`src/mtch_consts.svh`:
```
`ifndef MTCH_CONSTS_SVH
`define MTCH_CONSTS_SVH

// ----------------------------------------------------------------------
// register addresses on the two address inputs {A1,A0}
// ----------------------------------------------------------------------
`define MTCH_ADDR_DATA 2'h0
`define MTCH_ADDR_CMD 2'h1
`define MTCH_ADDR_CTRL 2'h2
`define MTCH_ADDR_MODE 2'h3

// ----------------------------------------------------------------------
// field positions
// ----------------------------------------------------------------------
`define MTCH_CMD_EOP 5
`define MTCH_CMD_ENV 4
`define MTCH_ST_IRQ 7
`define MTCH_ST_BUFFER_FREE_FLAG 6
`define MTCH_ST_DET 0
`define MTCH_MODE_IEN 7
`define MTCH_MODE_TXSEL 6

// ----------------------------------------------------------------------
// reset values
// ----------------------------------------------------------------------
`define MTCH_MODE_RST 8'h00
`define MTCH_CTRL_RST 8'h00
`define MTCH_DATA_RST 8'h00

// ----------------------------------------------------------------------
// task codes (receive name / transmit name share a code)
// ----------------------------------------------------------------------
`define MTCH_TC_NULL 4'h0
`define MTCH_TC_HEAD 4'h1
`define MTCH_TC_HEADBYTES 4'h2
`define MTCH_TC_BLOCK 4'h3
`define MTCH_TC_SYNC_FOUR 4'h4
`define MTCH_TC_SINGLE 4'h5
`define MTCH_TC_LOAD_SCRAM 4'h6
`define MTCH_TC_CANCEL 4'h7
`define MTCH_TC_HEAD_EXACT 4'h9
`define MTCH_TC_SHORT 4'hB
`define MTCH_TC_SYNC_EXACT 4'hC
`define MTCH_TC_PS_BIAS 4'hE
`define MTCH_TC_PS_OSC 4'hF

// ----------------------------------------------------------------------
// byte counts and timing
// ----------------------------------------------------------------------
`define MTCH_BUF_LEN 5'd18
`define MTCH_LEN_HEAD 5'd6
`define MTCH_LEN_FOUR 5'd4
`define MTCH_LEN_ONE 5'd1
`define MTCH_LEN_SHORT 5'd4
`define MTCH_LEN_SYNC 5'd2
`define MTCH_EOP_BITS 3'd3

`endif

```
`src/mtch_pkg.sv`:
```
package mtch_pkg;

    typedef struct packed {
        logic wr;
        logic rd;
        logic [1:0] addr;
        logic [7:0] wdata;
    } mtch_bus_t;

    typedef struct packed {
        logic tx;
        logic [3:0] code;
    } mtch_task_t;

    typedef enum logic [3:0] {
        K_NULL = 4'h0,
        K_RX_DATA = 4'h1,
        K_RX_LOAD = 4'h2,
        K_TX_DATA = 4'h3,
        K_TX_SCRAM = 4'h4,
        K_CANCEL = 4'h5,
        K_PS_BIAS = 4'h6,
        K_PS_OSC = 4'h7,
        K_RESV = 4'h8
    } mtch_kind_t;

    typedef enum logic [1:0] {
        S_IDLE = 2'b00,
        S_MOVE = 2'b01,
        S_RX_WAIT = 2'b10
    } mtch_state_t;

endpackage : mtch_pkg

```
`src/mtch_pair.sv`:
```
`timescale 1ns/1ps
module mtch_pair (
    input wire logic i_clk,
    input wire logic i_reset,
    input wire logic i_valid,
    output logic o_ready,
    input wire logic [7:0] i_data,
    output logic o_valid,
    input wire logic i_ready,
    output logic [7:0] o_data
);
    import mtch_pkg::*;

    logic [7:0] slot0_r, slot0_nxt, slot1_r, slot1_nxt;
    logic [1:0] cnt_r, cnt_nxt;
    logic push, pop;
    logic [1:0] widx;

    assign o_ready = (cnt_r != 2'd2);
    assign o_valid = (cnt_r != 2'd0);
    assign o_data = slot0_r;

    always_comb begin
        push = i_valid & o_ready;
        pop = o_valid & i_ready;
        widx = cnt_r - {1'b0, pop};
        slot0_nxt = slot0_r;
        slot1_nxt = slot1_r;
        if (pop) begin
            slot0_nxt = slot1_r;
        end
        if (push) begin
            if (widx == 2'd0) begin
                slot0_nxt = i_data;
            end else begin
                slot1_nxt = i_data;
            end
        end
        cnt_nxt = cnt_r + {1'b0, push} - {1'b0, pop};
    end

    always_ff @(posedge i_clk) begin
        if (i_reset) begin
            slot0_r <= 8'h00;
            slot1_r <= 8'h00;
            cnt_r <= 2'd0;
        end else begin
            slot0_r <= slot0_nxt;
            slot1_r <= slot1_nxt;
            cnt_r <= cnt_nxt;
        end
    end

endmodule : mtch_pair

```
`src/mtch_core.sv`:
```
// Contract
// - eop detector high after >3 bits centred
// - eop detector drops at once off centre
// - envelope detector high on wide level spread
// - status bit0 chosen by detector enables
// - both enabled: env and not eop, both edges
// - dq bits 0,1 show detectors
// - cancel, transmit select, powersave restore dq
// - receive task code decode
// - transmit task code decode, some reserved
// - codes 1110/1111 select powersave depth
// - transmit data tasks take buffer data
// - transmit data task clears buffer free at once
// - move stalls until interleave side has room
// - move done sets free and irq flags
// - receive task waits, fills buffer, then free
// - received byte 0 read first
// - command write-only, reads give status
// - 18-byte buffer behind one stepping port
`timescale 1ns/1ps
`include "mtch_consts.svh"
module mtch_core (
    input wire logic i_clk,
    input wire logic i_reset,
    input mtch_pkg::mtch_bus_t i_bus,
    output logic [7:0] o_rdata,
    output logic o_irq_n,
    input wire logic i_env_pin,
    input wire logic i_eop_pin,
    input wire logic i_bit_tick,
    input wire logic [7:0] i_dq_value,
    output mtch_pkg::mtch_task_t o_task,
    output logic o_task_valid,
    output logic o_ilv_valid,
    input wire logic i_ilv_ready,
    output logic [7:0] o_ilv_data,
    input wire logic i_rx_wvalid,
    input wire logic [7:0] i_rx_wdata,
    input wire logic i_rx_done,
    output logic o_bias_off,
    output logic o_osc_off,
    output logic o_tx_mode,
    output logic [7:0] o_control
);
    import mtch_pkg::*;

    // ------------------------------------------------------------------
    // task decode
    // ------------------------------------------------------------------
    function automatic mtch_kind_t task_kind(input logic tx,
                                             input logic [3:0] code);
        mtch_kind_t k;
        k = K_RESV;
        unique case (code)
            `MTCH_TC_NULL: k = K_NULL;
            `MTCH_TC_HEAD, `MTCH_TC_BLOCK, `MTCH_TC_SYNC_FOUR,
            `MTCH_TC_SINGLE, `MTCH_TC_SHORT:
                k = tx ? K_TX_DATA : K_RX_DATA;
            `MTCH_TC_HEADBYTES, `MTCH_TC_HEAD_EXACT,
            `MTCH_TC_SYNC_EXACT:
                k = tx ? K_RESV : K_RX_DATA;
            `MTCH_TC_LOAD_SCRAM:
                k = tx ? K_TX_SCRAM : K_RX_LOAD;
            `MTCH_TC_CANCEL: k = K_CANCEL;
            `MTCH_TC_PS_BIAS: k = K_PS_BIAS;
            `MTCH_TC_PS_OSC: k = K_PS_OSC;
            default: k = K_RESV;
        endcase
        return k;
    endfunction : task_kind

    // bytes taken from the buffer by a transmit task
    function automatic logic [4:0] tx_len(input logic [3:0] code);
        logic [4:0] n;
        n = `MTCH_LEN_ONE;
        unique case (code)
            `MTCH_TC_HEAD: n = `MTCH_LEN_HEAD;
            `MTCH_TC_BLOCK: n = `MTCH_BUF_LEN;
            `MTCH_TC_SYNC_FOUR: n = `MTCH_LEN_FOUR;
            `MTCH_TC_SHORT: n = `MTCH_LEN_SHORT;
            default: n = `MTCH_LEN_ONE;
        endcase
        return n;
    endfunction : tx_len

    // ------------------------------------------------------------------
    // pin synchronisers
    // ------------------------------------------------------------------
    logic env_m_r, env_s_r, eop_m_r, eop_s_r;

    always_ff @(posedge i_clk) begin
        if (i_reset) begin
            env_m_r <= 1'b0;
            env_s_r <= 1'b0;
            eop_m_r <= 1'b0;
            eop_s_r <= 1'b0;
        end else begin
            env_m_r <= i_env_pin;
            env_s_r <= env_m_r;
            eop_m_r <= i_eop_pin;
            eop_s_r <= eop_m_r;
        end
    end

    // ------------------------------------------------------------------
    // state
    // ------------------------------------------------------------------
    logic [7:0] buf_r [18];
    logic [7:0] buf_nxt [18];
    logic [4:0] ptr_r, ptr_nxt;
    logic [4:0] len_r, len_nxt;
    mtch_state_t state_r, state_nxt;
    logic [7:0] mode_r, mode_nxt, ctrl_r, ctrl_nxt;
    logic [7:0] rdata_r, rdata_nxt;
    logic env_en_r, env_en_nxt, eop_en_r, eop_en_nxt;
    logic buffer_free_flag_r, buffer_free_flag_nxt, irq_r, irq_nxt;
    logic det_r, det_nxt, dq_det_r, dq_det_nxt;
    logic [2:0] eop_cnt_r, eop_cnt_nxt;
    logic ps_bias_r, ps_bias_nxt, ps_osc_r, ps_osc_nxt;
    mtch_task_t task_r, task_nxt;
    logic task_v_r, task_v_nxt;

    logic rx, env_det, eop_det, det, det_irq;
    logic cmd_wr, acc, push, last_push, fifo_ready;
    mtch_kind_t kind;

    assign rx = ~mode_r[`MTCH_MODE_TXSEL];
    assign env_det = rx & env_s_r;
    assign eop_det = rx & eop_s_r & (eop_cnt_r > `MTCH_EOP_BITS);
    assign cmd_wr = i_bus.wr & (i_bus.addr == `MTCH_ADDR_CMD);
    assign kind = task_kind(~rx, i_bus.wdata[3:0]);
    assign push = (state_r == S_MOVE);
    assign last_push = push & fifo_ready & (ptr_r == len_r - 5'd1);
    // only a free buffer may take a data task; a busy one ignores it
    assign acc = cmd_wr & buffer_free_flag_r & (kind == K_TX_DATA ||
                 kind == K_RX_DATA || kind == K_RX_LOAD);

    always_comb begin
        unique case ({eop_en_r, env_en_r})
            2'b00: det = 1'b0;
            2'b01: det = env_det;
            2'b10: det = eop_det;
            2'b11: det = env_det & ~eop_det;
        endcase
        det_irq = 1'b0;
        if (env_en_r & eop_en_r) begin
            det_irq = det ^ det_r;
        end else if (env_en_r | eop_en_r) begin
            det_irq = det & ~det_r;
        end
    end

    always_comb begin
        buf_nxt = buf_r;
        ptr_nxt = ptr_r;
        len_nxt = len_r;
        state_nxt = state_r;
        mode_nxt = mode_r;
        ctrl_nxt = ctrl_r;
        rdata_nxt = rdata_r;
        env_en_nxt = env_en_r;
        eop_en_nxt = eop_en_r;
        buffer_free_flag_nxt = buffer_free_flag_r;
        irq_nxt = irq_r;
        dq_det_nxt = dq_det_r;
        ps_bias_nxt = ps_bias_r;
        ps_osc_nxt = ps_osc_r;
        task_nxt = task_r;
        task_v_nxt = 1'b0;
        det_nxt = det;
        // centre-hold timer in bit times
        if (!(rx & eop_s_r)) begin
            eop_cnt_nxt = 3'd0;
        end else if (i_bit_tick && eop_cnt_r != 3'd7) begin
            eop_cnt_nxt = eop_cnt_r + 3'd1;
        end else begin
            eop_cnt_nxt = eop_cnt_r;
        end
        // host reads; status read clears the irq flag
        if (i_bus.rd) begin
            unique case (i_bus.addr)
                `MTCH_ADDR_DATA: begin
                    rdata_nxt = buf_r[ptr_r];
                    if (buffer_free_flag_r && ptr_r != `MTCH_BUF_LEN - 5'd1) begin
                        ptr_nxt = ptr_r + 5'd1;
                    end
                end
                `MTCH_ADDR_CMD: begin
                    rdata_nxt = {irq_r, buffer_free_flag_r, 5'b0, det_r};
                    irq_nxt = 1'b0;
                end
                `MTCH_ADDR_CTRL: begin
                    rdata_nxt = i_dq_value;
                    if (dq_det_r) begin
                        rdata_nxt[1:0] = {eop_det, env_det};
                    end
                end
                `MTCH_ADDR_MODE: rdata_nxt = 8'h00;
            endcase
        end
        // host writes
        if (i_bus.wr) begin
            unique case (i_bus.addr)
                `MTCH_ADDR_DATA: begin
                    if (buffer_free_flag_r) begin
                        buf_nxt[ptr_r] = i_bus.wdata;
                        if (ptr_r != `MTCH_BUF_LEN - 5'd1) begin
                            ptr_nxt = ptr_r + 5'd1;
                        end
                    end
                end
                `MTCH_ADDR_CMD: begin
                    env_en_nxt = i_bus.wdata[`MTCH_CMD_ENV];
                    eop_en_nxt = i_bus.wdata[`MTCH_CMD_EOP];
                    if (i_bus.wdata[`MTCH_CMD_ENV] |
                        i_bus.wdata[`MTCH_CMD_EOP]) begin
                        dq_det_nxt = 1'b1;
                    end
                    ps_bias_nxt = (kind == K_PS_BIAS) |
                                  (kind == K_PS_OSC);
                    ps_osc_nxt = (kind == K_PS_OSC);
                    if (kind == K_PS_BIAS || kind == K_PS_OSC ||
                        kind == K_CANCEL) begin
                        dq_det_nxt = 1'b0;
                    end
                    if (kind == K_CANCEL) begin
                        state_nxt = S_IDLE;
                        buffer_free_flag_nxt = 1'b1;
                        ptr_nxt = 5'd0;
                    end
                    if (kind == K_CANCEL || kind == K_TX_SCRAM ||
                        acc) begin
                        task_nxt.tx = ~rx;
                        task_nxt.code = i_bus.wdata[3:0];
                        task_v_nxt = 1'b1;
                    end
                    if (acc) begin
                        buffer_free_flag_nxt = 1'b0;
                        ptr_nxt = 5'd0;
                        if (kind == K_TX_DATA) begin
                            state_nxt = S_MOVE;
                            len_nxt = tx_len(i_bus.wdata[3:0]);
                        end else if (kind == K_RX_LOAD) begin
                            state_nxt = S_MOVE;
                            len_nxt = `MTCH_LEN_SYNC;
                        end else begin
                            state_nxt = S_RX_WAIT;
                        end
                    end
                end
                `MTCH_ADDR_CTRL: ctrl_nxt = i_bus.wdata;
                `MTCH_ADDR_MODE: begin
                    mode_nxt = i_bus.wdata;
                    if (i_bus.wdata[`MTCH_MODE_TXSEL]) begin
                        dq_det_nxt = 1'b0;
                    end
                end
            endcase
        end
        // engine side of a running task
        unique case (state_r)
            S_IDLE: ;
            S_MOVE: begin
                // stalls while the interleave side holds back
                if (fifo_ready) begin
                    ptr_nxt = ptr_r + 5'd1;
                end
                if (last_push) begin
                    state_nxt = S_IDLE;
                    buffer_free_flag_nxt = 1'b1;
                    ptr_nxt = 5'd0;
                end
            end
            S_RX_WAIT: begin
                if (i_rx_wvalid && ptr_r != `MTCH_BUF_LEN - 5'd1) begin
                    ptr_nxt = ptr_r + 5'd1;
                end
                if (i_rx_wvalid) begin
                    buf_nxt[ptr_r] = i_rx_wdata;
                end
                if (i_rx_done) begin
                    state_nxt = S_IDLE;
                    buffer_free_flag_nxt = 1'b1;
                    ptr_nxt = 5'd0;
                end
            end
            default: state_nxt = S_IDLE;
        endcase
        // hardware set beats a same-cycle read clear
        if (last_push || (state_r == S_RX_WAIT && i_rx_done) ||
            det_irq) begin
            irq_nxt = 1'b1;
        end
    end

    always_ff @(posedge i_clk) begin
        if (i_reset) begin
            for (int i = 0; i < 18; i++) begin
                buf_r[i] <= `MTCH_DATA_RST;
            end
            ptr_r <= 5'd0;
            len_r <= 5'd0;
            state_r <= S_IDLE;
            mode_r <= `MTCH_MODE_RST;
            ctrl_r <= `MTCH_CTRL_RST;
            rdata_r <= 8'h00;
            env_en_r <= 1'b0;
            eop_en_r <= 1'b0;
            buffer_free_flag_r <= 1'b1;
            irq_r <= 1'b0;
            det_r <= 1'b0;
            dq_det_r <= 1'b0;
            eop_cnt_r <= 3'd0;
            ps_bias_r <= 1'b0;
            ps_osc_r <= 1'b0;
            task_r <= '0;
            task_v_r <= 1'b0;
        end else begin
            buf_r <= buf_nxt;
            ptr_r <= ptr_nxt;
            len_r <= len_nxt;
            state_r <= state_nxt;
            mode_r <= mode_nxt;
            ctrl_r <= ctrl_nxt;
            rdata_r <= rdata_nxt;
            env_en_r <= env_en_nxt;
            eop_en_r <= eop_en_nxt;
            buffer_free_flag_r <= buffer_free_flag_nxt;
            irq_r <= irq_nxt;
            det_r <= det_nxt;
            dq_det_r <= dq_det_nxt;
            eop_cnt_r <= eop_cnt_nxt;
            ps_bias_r <= ps_bias_nxt;
            ps_osc_r <= ps_osc_nxt;
            task_r <= task_nxt;
            task_v_r <= task_v_nxt;
        end
    end

    // ------------------------------------------------------------------
    // two-entry buffer toward the interleave side
    // ------------------------------------------------------------------
    mtch_pair u_pair (
        .i_clk(i_clk),
        .i_reset(i_reset),
        .i_valid(push),
        .o_ready(fifo_ready),
        .i_data(buf_r[ptr_r]),
        .o_valid(o_ilv_valid),
        .i_ready(i_ilv_ready),
        .o_data(o_ilv_data)
    );

    assign o_rdata = rdata_r;
    assign o_irq_n = ~(irq_r & mode_r[`MTCH_MODE_IEN]);
    assign o_task = task_r;
    assign o_task_valid = task_v_r;
    assign o_bias_off = ps_bias_r;
    assign o_osc_off = ps_osc_r;
    assign o_tx_mode = ~rx;
    assign o_control = ctrl_r;
endmodule : mtch_core

```
`config.mk`:
```
export PLATFORM = sky130hd
export DESIGN_NAME = mtch_core
export DESIGN_NICKNAME = d
export VERILOG_FILES = /design/src/mtch_pkg.sv /design/src/mtch_pair.sv /design/src/mtch_core.sv
export VERILOG_INCLUDE_DIRS = /design/src
export SDC_FILE = /design/constraint.sdc
export NUM_CORES = 1
export LEC_CHECK = 0
export ABC_AREA = 1
export BUFFER_PORTS_ARGS = -buffer_cell sky130_fd_sc_hd__buf_2
export CORE_MARGIN = 5
export CORE_UTILIZATION = 45
export DETAILED_ROUTE_END_ITERATION = 6
export HOLD_SLACK_MARGIN = 0.08
export PLACE_DENSITY = 0.63
export SYNTH_ARGS = -nofsm -noshare
export SYNTH_HDL_FRONTEND = slang
export SYNTH_HIERARCHICAL = 1
export SYNTH_SLANG_ARGS = --single-unit
```
`constraint.sdc`:
```
create_clock -name i_clk -period 2.15 [get_ports i_clk]
set_input_delay 0.3225 -clock i_clk [delete_from_list [all_inputs] [get_ports i_clk]]
set_output_delay 0.3225 -clock i_clk [all_outputs]
set_load 0.005 [all_outputs]
```
==> flow_metrics.tcl <==
set metrics [dict create \
    critPathLaunchType "flip-flop" \
    clock_skew_ns 0.0141 \
    cts_buffers 26 \
    worst-endpoint-required_ns 2.57 \
    hpwlAfterDp_mm 28.5 \
    cp.arrival_ns 2.49 \
    synth_cell_types 44 \
    numClockSinks 212 \
    yosys_warnings 6 \
    period_share 0.964 \
    wirelength_mm 41.7 \
    synth_edf_count 0 \
    ir_worst_vdd_mv 0.438 \
    worstHoldPathCells 3 \
    dr.pass1.iters 6 \
    io_pins 71 \
    worst-setup-path-type "flip-flop to flip-flop" \
    path_clk_slew_ns 0.06 \
    clockRootBuffer "clkbuf_16" \
    grt_pass1_wl_mm 63.4 \
    max_slew_margin 0.450 \
    synth_nets 1791 \
    syn-instance-count 1740 \
    cts_tree "built" \
    holdCritPathClass "input port to flip-flop" \
    drt-initial-drc-count 1478 \
    final_cells 2162 \
    fmax_ghz 0.483 \
    row_count 59 \
    finalSetupViolCount 0 \
    die_y_um 172 \
    ys_ff_latch 212 \
    cts_max_level 1 \
    die_width_um 172 \
    worstPathMaxFanout 33 \
    antenna_found_initial 0 \
    vias 12300 \
    start_util 0.456 \
    final_core_util 0.532 \
    grt_pass1_vias 11100 \
    viasPerCell 5.70 \
    leakage_nw 6.06 \
    ys_seq_area_frac 0.359 \
    syn-cell-area_um2 11800 \
    p_per_area_nw_per_um2 713 \
    portBuffers 70 \
    synth_top_cell_by_area "dfxtp_1" \
    dieArea_um2 29600 \
    period_needed_ns 2.07 \
    core_area_um2 26000 \
    most-common-layout-cells "nand2_1 (272), dfxtp_1 (208), inv_1 (199), o21ai_0 (195), a21oi_1 (185)" \
    drc 0 \
    drv_cap 0 \
    dp_cells 2102 \
    hold_viol 0 \
    syn_avg_cell_area_um2 6.80 \
    grt_start_max_net_pins 59 \
    ff2ff_path_depth 10 \
    drtAntennaViolNets 0 \
    globalplace.congestion 0.956 \
    end_kind "flip-flop" \
    synth.area.top_cells "dfxtp_1 (36%), nand2_1 (8.9%), o21ai_0 (8.3%)" \
    grt_usage 0.273 \
    drive_gt1_frac 0.157 \
    final_common_cell "nand2_1" \
    status "finished clean" \
    synthToLayoutAreaGrowth_pct 16.7 \
    clk_latency_ns 0.53 \
    slew_violations 0 \
    worstMarginPinSlew_ns 0.824 \
    nets 1858 \
    synth_ff_type "dfxtp_1" \
    fillers 2569 \
    synth_top_area_share 0.359 \
    rsz0062_at_grt "yes" \
    cts_buffer_depth 3 \
    grt_overflow 0 \
    whs_ns 0.0897 \
    wire_per_inst_um 19.3 \
    async_flop_share 0 \
]
logic make-up after synthesis:
family | Yosys count | share of synthesized area
xor gates and xnor gates | 9 | 0.00666
muxes | 1 | 0.000846
DFF | 212 | 0.359
adders and majority gates | 15 | 0.0159
and+or+nand+nor | 557 | 0.205
AOI/OAI and AO/OA | 589 | 0.289
buffers and inverters | 357 | 0.124
through the flow:
stage	total power, W	cell area [um^2]	setup WS [ns]	setup TNS [ns]
after CTS	0.00985	13700	0.00225	0
after global routing	0.0102	13800	-0.0169	-0.0373
after detailed placement	0.00537	12700	0.0364	0
after global placement	0.00537	12700	0.0878	0
after floorplan	0.00485	11800	0.0419	0
final	0.00985	13800	0.0777	0
synthesized netlist by cell type (2+ instances only):
master and count:
inv_1 207, nor2_8 2, nor2_4 17, nor4_1 2
clkbuf_1 79, ha_1 15, buf_2 16, buf_4 10
a21oi_1 185, o22ai_1 40, buf_6 9, a211oi_1 6
nand3_1 57, xnor2_1 3, o211ai_1 62, clkinv_1 6
nor2_1 161, nand2_1 281, or2_2 3, nand4_1 16
a41oi_1 2, o21ai_1 29, nor2_2 7, nor3_1 2
a21oi_2 4, a31oi_1 7, a211o_1 2, a221oi_1 50
buf_1 5, nand2_2 5, o31ai_1 2, xor2_1 6
inv_2 24, o21ai_0 197, dfxtp_1 212
critical path: stages, from the launching register on:
cell	delay, ns
dfxtp_2	0.40
inv_2	0.12
buf_12	0.18
o21ai_0	0.25
o22ai_1	0.20
nand2_1	0.12
nand4_1	0.28
inv_1	0.16
nand4_1	0.10
nand2_1	0.09
nor2_1	0.06
cell type report:
class | instances | area [um^2] | share of cell area
well taps | 335 | 419 | 0.0303
flip-flops and latches | 212 | 4250 | 0.307
clock buffers | 41 | 798 | 0.0578
repair buffers | 156 | 1150 | 0.0835
inverters | 238 | 910 | 0.0658
diodes | 1 | 2.50 | 0.000181
clock inverters | 6 | 80.1 | 0.00579
repair inverters | 1 | 5.00 | 0.000362
multi-input cells | 1172 | 6200 | 0.449
power breakdown:
group          switching, W  internal, W  total, W
clock               0.00172      0.00277   0.00449
combinational      0.000927     0.000401   0.00133
sequential        0.0000444      0.00399   0.00404
total               0.00269      0.00716   0.00985
state kept, by name (all words and copies together), names as in the netlist, 3 cells and up:
name	count
buf_r	144
o_control	8
o_rdata	8
u_pair/o_data	8
u_pair/slot1_r	8
o_task	5
ptr_r	5
len_r	4
eop_cnt_r	3
worst paths after layout:
path / to / from / slack, ns
hold reg to reg: env_s_r / env_m_r / 0.41
hold / removal: o_rdata[5] / i_dq_value[5] / 0.09
setup / recovery: u_pair/o_data[0] / ptr_r[0] / 0.08
setup reg to reg: u_pair/o_data[0] / ptr_r[0] / 0.08
repair_timing:
item / in CTS / in global routing
gates resized for setup: 0 / 33
setup buffers: 0 / 2
setup endpoints to repair: 0 / 96
endpoints found under the hold margin: 7 / 0
hold buffers: 7 / 0
per-layer routing:
| metal | wire length (um) | global-route usage | vias up |
|---|---|---|---|
| met5 | 0 | 0 | - |
| met4 | 1660 | 0.105 | 0 |
| met3 | 4110 | 0.0588 | 119 |
| met2 | 18000 | 0.412 | 564 |
| met1 | 17900 | 0.382 | 5649 |
| li1 | - | - | 5995 |
No activity file was read; power rests on OpenSTA's default activity.
